==> config.mk <==
export PLATFORM = sky130hd
export DESIGN_NAME = lael_event_latch
export DESIGN_NICKNAME = d
export VERILOG_FILES = /design/src/hdl/lael_pkg.sv /design/src/hdl/lael_event_latch.sv
export SDC_FILE = /design/constraint.sdc
export NUM_CORES = 2
export LEC_CHECK = 0
export BUFFER_PORTS_ARGS = -buffer_cell sky130_fd_sc_hd__buf_2
export CELL_PAD_IN_SITES_DETAIL_PLACEMENT = 2
export CELL_PAD_IN_SITES_GLOBAL_PLACEMENT = 2
export CORE_ASPECT_RATIO = 1.2
export CORE_MARGIN = 1
export CORE_UTILIZATION = 41
export DETAILED_ROUTE_END_ITERATION = 10
export GPL_TIMING_DRIVEN = 0
export PLACE_DENSITY_LB_ADDON = 0.1
export REMOVE_ABC_BUFFERS = 1
export SLEW_MARGIN = 0
export SYNTH_ARGS = -nofsm -noshare
export SYNTH_HDL_FRONTEND = slang
export SYNTH_SLANG_ARGS = --single-unit
export TNS_END_PERCENT = 50
==> constraint.sdc <==
create_clock -name clk -period 6.4 [get_ports clk]
set_input_delay 1.28 -clock clk [delete_from_list [all_inputs] [get_ports clk]]
set_output_delay 1.28 -clock clk [all_outputs]
set_load 0.005 [all_outputs]
==> src/hdl/lael_pkg.sv <==
// Constants for the per-channel alarm and event latch block.
// Summary of operation
// - Status bit 7 shows live system alarm indication.
// - Status bit 6 shows live line alarm indication.
// - Status bit 5 shows test pattern synchronization.
// - Activate code flag after 40 ms or 5.1 s.
// - Deactivate code flag after 30 ms or 5.1 s.
// - Latch bits hold until written one; zero ignored.
// - Any unmasked set latch drives interrupt output.
// - Over-current latch: rising, or both edges if selected.
// - Clock-missing latch: rising, or both edges if selected.
// - Transmit loss latch: rising, or both edges if selected.
// - System and line loss latches share edge select bit 1.
// - Both alarm latches share edge select bit 6.
// - Pattern sync latch: rising, or both edges if selected.
// - Both loop code latches share edge select bit 0.
// - First latch also catches amplitude and jitter FIFO events.
// - Third latch catches violation, zeros, error, overflow events.
// - Mask bit one blocks source; masks are input ports, not reset here.
// - First latch sources come from line status bits.
package lael_pkg;

    localparam int          NUM_CH          = 16;
    localparam int          CH_W            = 4;
    localparam int          ADDR_W          = 11;
    localparam int          TMR_W           = 27;

    // Channel blocks: channel n (1..15) at block n-1, channel 0 at the top block.
    localparam logic [4:0]  CH0_BLOCK       = 5'h1F;
    localparam logic [4:0]  LAST_LOW_BLOCK  = 5'h0E;

    // Offsets inside a channel block.
    localparam logic [5:0]  OFF_STATUS      = 6'h1F;
    localparam logic [5:0]  OFF_LATCH_A     = 6'h20;
    localparam logic [5:0]  OFF_LATCH_B     = 6'h21;
    localparam logic [5:0]  OFF_LATCH_C     = 6'h22;

    // Implemented bit positions; the rest are reserved.
    localparam logic [7:0]  USED_STATUS     = 8'hE3;
    localparam logic [7:0]  USED_LATCH_A    = 8'hFF;
    localparam logic [7:0]  USED_LATCH_B    = 8'hE3;
    localparam logic [7:0]  USED_LATCH_C    = 8'h3F;

    localparam logic [7:0]  RST_STATUS      = 8'h00;
    localparam logic [7:0]  RST_LATCH       = 8'h00;

    // Edge select positions.
    localparam int          ES_LOOP         = 0;
    localparam int          ES_LOSS         = 1;
    localparam int          ES_TX_LOSS      = 2;
    localparam int          ES_TX_CLK       = 3;
    localparam int          ES_OVERCURRENT  = 4;
    localparam int          ES_PATTERN      = 5;
    localparam int          ES_ALARM        = 6;

    // Loop code persistence times; the long time is 5.1 s.
    localparam int          CLK_PERIOD_NS   = 50;
    localparam int          LOOP_UP_MS      = 40;
    localparam int          LOOP_DOWN_MS    = 30;
    localparam int          LOOP_LONG_MS    = 5100;
    localparam int          NS_PER_MS       = 1000000;
    localparam int          LOOP_UP_CYC     = LOOP_UP_MS * (NS_PER_MS / CLK_PERIOD_NS);
    localparam int          LOOP_DOWN_CYC   = LOOP_DOWN_MS * (NS_PER_MS / CLK_PERIOD_NS);
    localparam int          LOOP_LONG_CYC   = LOOP_LONG_MS * (NS_PER_MS / CLK_PERIOD_NS);

endpackage : lael_pkg

==> src/hdl/lael_event_latch.sv <==
// Multi-channel alarm status, event latches and shared interrupt output.
`timescale 1ns/1ps
module lael_event_latch
    import lael_pkg::*;
#(
    parameter int UP_SHORT_CYC   = LOOP_UP_CYC,
    parameter int DOWN_SHORT_CYC = LOOP_DOWN_CYC,
    parameter int LONG_CYC       = LOOP_LONG_CYC
) (
    // Clock and reset.
    input  wire logic                          clk,
    input  wire logic                          arst_n,
    // Host register port.
    input  wire logic                          reg_wr,
    input  wire logic                          reg_rd,
    input  wire logic [ADDR_W-1:0]             reg_addr,
    input  wire logic [7:0]                    reg_wdata,
    output      logic [7:0]                    reg_rdata,
    // Live line status per channel.
    input  wire logic [NUM_CH-1:0]             overcurrent_live,
    input  wire logic [NUM_CH-1:0]             tx_clock_missing_live,
    input  wire logic [NUM_CH-1:0]             tx_loss_live,
    input  wire logic [NUM_CH-1:0]             sys_loss_live,
    input  wire logic [NUM_CH-1:0]             line_loss_live,
    // Live alarm, pattern and loop code detector levels per channel.
    input  wire logic [NUM_CH-1:0]             sys_alarm_ind_live,
    input  wire logic [NUM_CH-1:0]             line_alarm_ind_live,
    input  wire logic [NUM_CH-1:0]             pattern_sync_live,
    input  wire logic [NUM_CH-1:0]             loop_code_up_seen,
    input  wire logic [NUM_CH-1:0]             loop_code_down_seen,
    input  wire logic [NUM_CH-1:0]             auto_loopback_on,
    // One-cycle event pulses per channel.
    input  wire logic [NUM_CH-1:0]             amplitude_ovf_evt,
    input  wire logic [NUM_CH-1:0]             tx_jitter_fifo_evt,
    input  wire logic [NUM_CH-1:0]             rx_jitter_fifo_evt,
    input  wire logic [NUM_CH-1:0]             sys_bipolar_viol_evt,
    input  wire logic [NUM_CH-1:0]             line_bipolar_viol_evt,
    input  wire logic [NUM_CH-1:0]             sys_excess_zero_evt,
    input  wire logic [NUM_CH-1:0]             line_excess_zero_evt,
    input  wire logic [NUM_CH-1:0]             pattern_error_evt,
    input  wire logic [NUM_CH-1:0]             err_counter_ovf_evt,
    // Mask and edge select settings per channel.
    input  wire logic [NUM_CH-1:0][7:0]        mask_a,
    input  wire logic [NUM_CH-1:0][7:0]        mask_b,
    input  wire logic [NUM_CH-1:0][7:0]        mask_c,
    input  wire logic [NUM_CH-1:0][7:0]        edge_sel,
    // Shared interrupt.
    output      logic                          irq
);

    logic [4:0]        blk;
    logic [5:0]        offset;
    logic              hit_ch;
    logic [CH_W-1:0]   ch_sel;
    logic [7:0]        status       [NUM_CH];
    logic [7:0]        latch_a      [NUM_CH];
    logic [7:0]        latch_b      [NUM_CH];
    logic [7:0]        latch_c      [NUM_CH];
    logic [NUM_CH-1:0] pend;
    logic [7:0]        next_rdata;
    logic              next_irq;

    assign blk    = reg_addr[10:6];
    assign offset = reg_addr[5:0];

    // Channel 0 sits in the top block so the low blocks run 1..15 in order.
    always_comb begin
        hit_ch = 1'b0;
        ch_sel = '0;
        if (blk == CH0_BLOCK) begin
            hit_ch = 1'b1;
        end else if (blk <= LAST_LOW_BLOCK) begin
            hit_ch = 1'b1;
            ch_sel = blk[3:0] + 4'h1;
        end
    end

    function automatic logic [7:0] edge_hit(input logic [7:0] cur, input logic [7:0] prev, input logic [7:0] sel);
        edge_hit = (cur & ~prev) | (sel & (cur ^ prev));
    endfunction : edge_hit

    for (genvar i = 0; i < NUM_CH; i++) begin : g_ch
        logic [TMR_W-1:0] up_cnt;
        logic [TMR_W-1:0] next_up_cnt;
        logic [TMR_W-1:0] dn_cnt;
        logic [TMR_W-1:0] next_dn_cnt;
        logic [TMR_W-1:0] up_lim;
        logic [TMR_W-1:0] dn_lim;
        logic [7:0]       live_a;
        logic [7:0]       next_live_a;
        logic [7:0]       prev_a;
        logic [7:0]       prev_status;
        logic [7:0]       next_status;
        logic [7:0]       sel_a;
        logic [7:0]       sel_b;
        logic [7:0]       set_a;
        logic [7:0]       set_b;
        logic [7:0]       set_c;
        logic [7:0]       clr_a;
        logic [7:0]       clr_b;
        logic [7:0]       clr_c;
        logic [7:0]       next_latch_a;
        logic [7:0]       next_latch_b;
        logic [7:0]       next_latch_c;
        logic             wr_ch;

        always_comb begin
            // The long limit applies while automatic loopback is on.
            up_lim = auto_loopback_on[i] ? TMR_W'(LONG_CYC) : TMR_W'(UP_SHORT_CYC);
            dn_lim = auto_loopback_on[i] ? TMR_W'(LONG_CYC) : TMR_W'(DOWN_SHORT_CYC);
            // Counters saturate at the limit; any drop of the code restarts them.
            next_up_cnt = '0;
            if (loop_code_up_seen[i]) begin
                next_up_cnt = (up_cnt < up_lim) ? up_cnt + 1'b1 : up_cnt;
            end
            next_dn_cnt = '0;
            if (loop_code_down_seen[i]) begin
                next_dn_cnt = (dn_cnt < dn_lim) ? dn_cnt + 1'b1 : dn_cnt;
            end
            next_status = {sys_alarm_ind_live[i],
                           line_alarm_ind_live[i],
                           pattern_sync_live[i],
                           3'b000,
                           loop_code_up_seen[i] && (up_cnt >= up_lim),
                           loop_code_down_seen[i] && (dn_cnt >= dn_lim)} & USED_STATUS;
            next_live_a = {3'b000, overcurrent_live[i], tx_clock_missing_live[i],
                           tx_loss_live[i], sys_loss_live[i], line_loss_live[i]};
            sel_a = {3'b000,
                     edge_sel[i][ES_OVERCURRENT],
                     edge_sel[i][ES_TX_CLK],
                     edge_sel[i][ES_TX_LOSS],
                     edge_sel[i][ES_LOSS], edge_sel[i][ES_LOSS]};
            sel_b = {edge_sel[i][ES_ALARM], edge_sel[i][ES_ALARM],
                     edge_sel[i][ES_PATTERN],
                     3'b000,
                     edge_sel[i][ES_LOOP], edge_sel[i][ES_LOOP]};
            set_a = edge_hit(live_a, prev_a, sel_a)
                  | {amplitude_ovf_evt[i], tx_jitter_fifo_evt[i], rx_jitter_fifo_evt[i], 5'b00000};
            set_b = edge_hit(status[i], prev_status, sel_b);
            set_c = {2'b00, sys_bipolar_viol_evt[i], line_bipolar_viol_evt[i],
                     sys_excess_zero_evt[i], line_excess_zero_evt[i],
                     pattern_error_evt[i], err_counter_ovf_evt[i]};
            wr_ch = reg_wr && hit_ch && (ch_sel == CH_W'(i));
            clr_a = (wr_ch && offset == OFF_LATCH_A) ? reg_wdata : 8'h00;
            clr_b = (wr_ch && offset == OFF_LATCH_B) ? reg_wdata : 8'h00;
            clr_c = (wr_ch && offset == OFF_LATCH_C) ? reg_wdata : 8'h00;
            // A set in the same cycle as its clear wins, so no event is lost.
            next_latch_a = ((latch_a[i] & ~clr_a) | set_a) & USED_LATCH_A;
            next_latch_b = ((latch_b[i] & ~clr_b) | set_b) & USED_LATCH_B;
            next_latch_c = ((latch_c[i] & ~clr_c) | set_c) & USED_LATCH_C;
        end

        always_ff @(posedge clk or negedge arst_n) begin
            if (!arst_n) begin
                up_cnt      <= '0;
                dn_cnt      <= '0;
                live_a      <= RST_STATUS;
                prev_a      <= RST_STATUS;
                status[i]   <= RST_STATUS;
                prev_status <= RST_STATUS;
                latch_a[i]  <= RST_LATCH;
                latch_b[i]  <= RST_LATCH;
                latch_c[i]  <= RST_LATCH;
            end else begin
                up_cnt      <= next_up_cnt;
                dn_cnt      <= next_dn_cnt;
                live_a      <= next_live_a;
                prev_a      <= live_a;
                status[i]   <= next_status;
                prev_status <= status[i];
                latch_a[i]  <= next_latch_a;
                latch_b[i]  <= next_latch_b;
                latch_c[i]  <= next_latch_c;
            end
        end

        // A mask bit of one keeps its latch off the interrupt.
        assign pend[i] = |(latch_a[i] & ~mask_a[i] & USED_LATCH_A)
                       | |(latch_b[i] & ~mask_b[i] & USED_LATCH_B)
                       | |(latch_c[i] & ~mask_c[i] & USED_LATCH_C);
    end

    always_comb begin
        next_irq   = |pend;
        next_rdata = reg_rdata;
        if (reg_rd) begin
            next_rdata = 8'h00;
            if (hit_ch) begin
                case (offset)
                    OFF_STATUS:  next_rdata = status[ch_sel];
                    OFF_LATCH_A: next_rdata = latch_a[ch_sel];
                    OFF_LATCH_B: next_rdata = latch_b[ch_sel];
                    OFF_LATCH_C: next_rdata = latch_c[ch_sel];
                    default:     next_rdata = 8'h00;
                endcase
            end
        end
    end

    always_ff @(posedge clk or negedge arst_n) begin
        if (!arst_n) begin
            irq       <= 1'b0;
            reg_rdata <= 8'h00;
        end else begin
            irq       <= next_irq;
            reg_rdata <= next_rdata;
        end
    end

endmodule : lael_event_latch

# Yosys cells after proc, flatten, opt, wreduce, memory -nomap -nowiden
# Cells that the tools add are included.
# word_totals
reg_bits	1497
inputBits	855
out_inout_bits	9
wordCells	1055
# classes
addsub	33
magnitude_cmp	66
n_eq_ne	52
mux	162
n_bitwise	449
reduce_logical	147
# op_table
operator	count
27-bit 2-to-1 mux	96
27-bit by 1-bit adder with 27-bit output (second input constant)	32
27-bit >= comparator	32
27-bit < comparator	32
8-bit bitwise AND	96
8-bit inverter	80
8-bit OR	65
8-bit 2-to-1 mux	41
6-bit bitwise AND	32
6-bit inverter	32
5-bit by 8-bit bitwise AND with 8-bit output	16
8-bit binary-select mux with 4-bit select	4
5-bit inverter with 8-bit output	16
8-bit OR reduction	16
8-bit XOR	16
8-bit by 5-bit OR with 8-bit output	15
1-bit logical AND	97
6-bit 2-to-1 mux	16
6-bit OR	16
6-bit OR reduction	16
5-bit bitwise AND	16
5-bit OR reduction	16
5-bit XOR	16
2-bit by 1-bit inequality test with 1-bit output (second input constant)	32
other kinds (17)	63

# Depth between registers and ports, before layout
# logic_depth
depth_word	10
mapped_depth	14
mapped_depth_nobuf	10

# Least setup slack after synthesis
# Ideal clock, no wire load.
# synth_timing
path_type	input port to flip-flop
from	in auto_loopback_on[11]
to	reg g_ch[11].dn_cnt[13]
setup_time_ns	0.119
arrival_time_ns	3.788
t_required_ns	6.281
setup_slack_ns	2.493
stages	11
path_buffers	1
cell_sequence	inv_1 > ha_1 > a2111oi_2 > o21ai_1 > a221o_1 > a211o_1 > buf_4 > a211o_1 > or3_1 > xnor2_1 > and2_1
# synth_via
elab_chain_len	3
# synth_lines
item	line	source
from (decl)	lael_event_latch.sv:31	input wire logic [NUM_CH-1:0] auto_loopback_on,
27-bit 2-to-1 mux	lael_event_latch.sv:110	dn_lim = auto_loopback_on[i] ? TMR_W'(LONG_CYC) : TMR_W'(DOWN_SHORT_CYC);
27-bit < comparator	lael_event_latch.sv:118	next_dn_cnt = (dn_cnt < dn_lim) ? dn_cnt + 1'b1 : dn_cnt;
2-bit by 1-bit inequality test with 1-bit output (no line)	-	
to (signal assigned)	lael_event_latch.sv:166	dn_cnt <= next_dn_cnt;
to (decl)	lael_event_latch.sv:85	logic [TMR_W-1:0] dn_cnt;
# Every way passes these cells.
# A chain may end at the register's enable or synchronous reset.

# Worst setup path in the final report
# layout_timing
from	in reg_addr[6]
to	reg latch_a[26] in the netlist's numbering
# layout_via
elab_chain_len	10
elab_cells_between_ends	15
classes_between	add/sub (1); order compare (1); eq/ne (2); mux (5); bitwise (3); reduce/logical (3)
# layout_lines
item	line	source
from (decl)	lael_event_latch.sv:16	input wire logic [ADDR_W-1:0] reg_addr,
4-bit by 1-bit adder with 4-bit output or 5-bit by 4-bit <= comparator with 1-bit output (tied branches)	lael_event_latch.sv:74, lael_event_latch.sv:72	
4-bit 2-to-1 mux or 1-bit 2-to-1 mux (tied branches)	lael_event_latch.sv:72	end else if (blk <= LAST_LOW_BLOCK) begin
4-bit 2-to-1 mux or 1-bit 2-to-1 mux (tied branches)	lael_event_latch.sv:70	if (blk == CH0_BLOCK) begin
4-bit == test or 1-bit logical AND (tied branches)	lael_event_latch.sv:143	wr_ch = reg_wr && hit_ch && (ch_sel == CH_W'(i));
1-bit logical AND (*)	lael_event_latch.sv:143	
1-bit logical AND (*)	lael_event_latch.sv:144	clr_a = (wr_ch && offset == OFF_LATCH_A) ? reg_wdata : 8'h00;
8-bit 2-to-1 mux (*)	lael_event_latch.sv:144	
8-bit inverter (*)	lael_event_latch.sv:148	next_latch_a = ((latch_a[i] & ~clr_a) | set_a) & USED_LATCH_A;
8-bit bitwise AND (*)	lael_event_latch.sv:148	
8-bit OR (*)	lael_event_latch.sv:148	
net g_ch[12].next_latch_a[2]	lael_event_latch.sv:102	logic [7:0] next_latch_a;
to (signal, indexed assignment)	lael_event_latch.sv:171	latch_a[i] <= next_latch_a;
to (decl)	lael_event_latch.sv:56	logic [7:0] latch_a [NUM_CH];
# Mark *: on every way through the listed nets, which the timed path passes. The rest lies on a longest branch.

==> impl_metrics.py <==
metrics = {
    "sta": {
        "relSlewSlack_pct": -4.290,
        "setup_ws_ps": 158.5,
        "hold_ws_ps": 349.0,
        "fmaxAchievable_ghz": 0.1602,
        "final_max_slew_viol_count": 77,
        "rsz0062_at_grt": "false",
        "min_period_ps": 6241,
        "fin_skew_ps": 25.32,
        "tightest_slew_ps": 1564,
        "setup_viol": 0,
        "period_share_pct": 97.52,
        "finalHoldViolCount": 0,
    },
    "critical_path": {
        "cp.required_ps": 7130,
        "worstSetupEndpointType": "flip-flop",
        "critical_path.max_fanout": 28,
        "path_class": "primary input to flip-flop",
        "reg2reg_from": "latch_c[50]",
        "critPathArrivalTime_ps": 6970,
        "crit_path_start_kind": "primary input",
        "cp-startpoint": "reg_addr[6]",
    },
    "clock_network": {
        "cts_made_buffers": 170,
        "clock_path_buffers": 3,
        "root_buffer": "clkbuf_16",
        "clk_pin_slew_worst_paths_ps": 70,
        "cts_tree": "yes",
        "clkSinkCount": 1497,
        "clkLatencyLatePin_ps": 840,
        "cts_max_level": 4,
        "hold_buffers": 0,
    },
    "power": {
        "p_int_mw": 16.46,
        "vdd_drop_max_mv": 0.2998,
        "power_density_nw_per_um2": 235.6,
        "p_total_mw": 22.15,
        "power_frac_seq_pct": 44.2,
        "p_clk_share_pct": 48.2,
        "switching_power_mw": 5.693,
        "switching_share_pct": 25.70,
        "pwr-share-comb_pct": 7.6,
        "p_leak_nw": 44.00,
    },
    "yosys": {
        "ys_types": 91,
        "syn_avg_cell_area_um2": 9.795,
        "ys_seq_elements": 1497,
        "synth_edf_count": 0,
        "yosys_warnings": 0,
        "synth_cells": 8219,
        "syn-cell-area_um2": 80510,
        "yosys_most_used_dff": "dfrtp_1",
        "async_reset_ff_share_pct": 100.0,
        "seq_area_frac_synth_pct": 46.53,
    },
    "floorplan": {
        "pin_count": 864,
        "die_h_um": 487.4,
        "start_util_pct": 41.40,
        "core_area_um2": 194400,
        "dieArea_um2": 198100,
        "die-width_um": 406.5,
        "rows": 177,
    },
    "drt": {
        "drt-total-wl_um": 374900,
        "drt-wirelength-per-cell_um": 31.74,
        "vias": 70180,
        "vias_per_cell": 5.941,
        "drtAntennaViolNets": 0,
        "drc_errors": 0,
        "detailedRoute.firstIterationViolations": 4925,
        "first_pass_iters": 5,
    },
    "final_layout": {
        "drive_above_1_share_pct": 13.89,
        "final_area_um2": 94000,
        "nets": 10290,
        "layout_commonest_cell": "dfrtp_1",
        "regArea_um2": 37460,
        "nFillCells": 20570,
        "multiInputGateArea_um2": 39110,
        "final_cell_mix": "1497 x dfrtp_1, 840 x inv_1, 765 x buf_2",
        "syn2layout_area_growth_pct": 16.76,
    },
    "global_route": {
        "grt_pass1_wl_um": 537100,
        "grt_overflow": 0,
        "antenna_found_initial": 213,
        "grt_max_degree": 157,
        "grt_pass1_vias": 76850,
        "track_usage_pct": 37.42,
    },
    "run_status": {
        "status": "finished with violations",
        "violations": "max-capacitance violations, max-slew violations",
    },
    "place": {
        "placed_cell_area_um2": 87660,
        "port_buffers": 767,
        "place_ws_ps": -383.3,
        "globalplace.congestion": 0.9779,
        "hpwl_um": 285100,
    },
    "flow_run": {
        "drv_cap": 2,
    },
    "worst_hold_path": {
        "min_path_type": "primary input to asynchronous set/reset pin",
    },
}
worst paths after layout:
| path | endpoint | slack [ps] | depth (start not counted) |
|---|---|---|---|
| worst max-delay path | latch_a[26] | 160 | 9 |
| worst min-delay path | g_ch[14].live_a[4] | 350 | 1 |
| worst max register to register | irq | 2180 | 7 |
| worst min register to register | g_ch[5].prev_a[0] | 390 | 0 |
| max in group asynchronous | g_ch[11].up_cnt[10] | 3560 | 4 |
| min in group clk | g_ch[5].prev_a[0] | 390 | 0 |
synthesized netlist by cell type, drive strengths merged, types with 139 or more instances:
master  count  area [µm²]
a21o      178        1336
a21oi     165       825.8
a221o     167        1672
and2      346        2165
and3      175        1096
clkbuf    199       747.0
dfrtp    1497       37460
ha        482        6031
inv       841        3157
nand2     648        2432
nand3     357        1787
nand4     313        1958
nor2      593        2226
nor3      180       982.2
o21ai     211        1056
o22ai     164        1026
or3       139       869.6
xnor2     317        2776
xor2      375        3284
registers in the layout (all words and copies together) (netlist names), 8 cells and up:
register and cells:
g_ch.up_cnt 432, reg_rdata 8, latch_a 128, status 80, g_ch.live_a 80, g_ch.dn_cnt 432, g_ch.prev_status 80, latch_b 80
g_ch.prev_a 80, latch_c 96
stage by stage:
step,TNS [ps],utilization (%),cells
floorplan,0,-,7960
global placement,-,44.53,11320
detailed placement,-10030,45.08,11370
CTS,0,48.15,11680
global route,0,48.27,11750
finish,0,48.34,11810
area by class of cell:
| type | instances | share of cell area [%] |
|---|---|---|
| clock inverter | 73 | 1.078 |
| antenna | 132 | 0.3514 |
| timing repair buffer | 816 | 4.995 |
| tap | 2595 | 3.454 |
| inverter | 851 | 3.398 |
| clock buffer | 237 | 5.270 |
| multi-input combinational | 5612 | 41.60 |
| sequential | 1497 | 39.85 |
layer usage:
layer,share of wire (%),up-vias,track usage [%]
met5,0.16,-,0
met4,9.9,86,31.86
met3,8.2,1093,11.96
met2,45,2430,58.43
met1,36,36220,41.21
li1,-,30350,-
cell families (layout without fill, tap and decap cells):
kind of cell,Yosys count,after routing,share of synthesized area [%]
flip-flops,1497,1497,46.53
other,0,132,0
adder cells (fa/ha/maj),482,482,7.491
XOR/XNOR,692,692,7.528
multiplexers,98,98,2.184
AO/OA/AOI/OAI,1182,1182,10.47
buffers and inverters,1110,1977,5.222
AND/OR/NAND/NOR,3158,3158,20.57
power groups by stage:
stage	clock, mW	combinational (mW)	sequential, mW
after detailed placement	0	1.64	9.95
after CTS	10.9	1.66	9.78
after floorplan	0	0.565	9.87
final	10.7	1.68	9.79
after global routing	11.1	1.79	9.80
after global placement	0	1.51	9.96
critical path: stages:
cell	delay [ps]
buf_2	900
inv_1	270
ha_1	340
and4b_1	690
or3_2	590
nand4_1	940
nor3_2	1420
nand2_1	130
a221o_1	340
timing repair:
| item | 4_1_cts | 5_1_grt |
|---|---|---|
| setup endpoints to repair | 0 | 3 |
| gates resized for setup | 0 | 1 |
| setup buffers | 0 | 0 |
(Power assumes the default switching activity.)
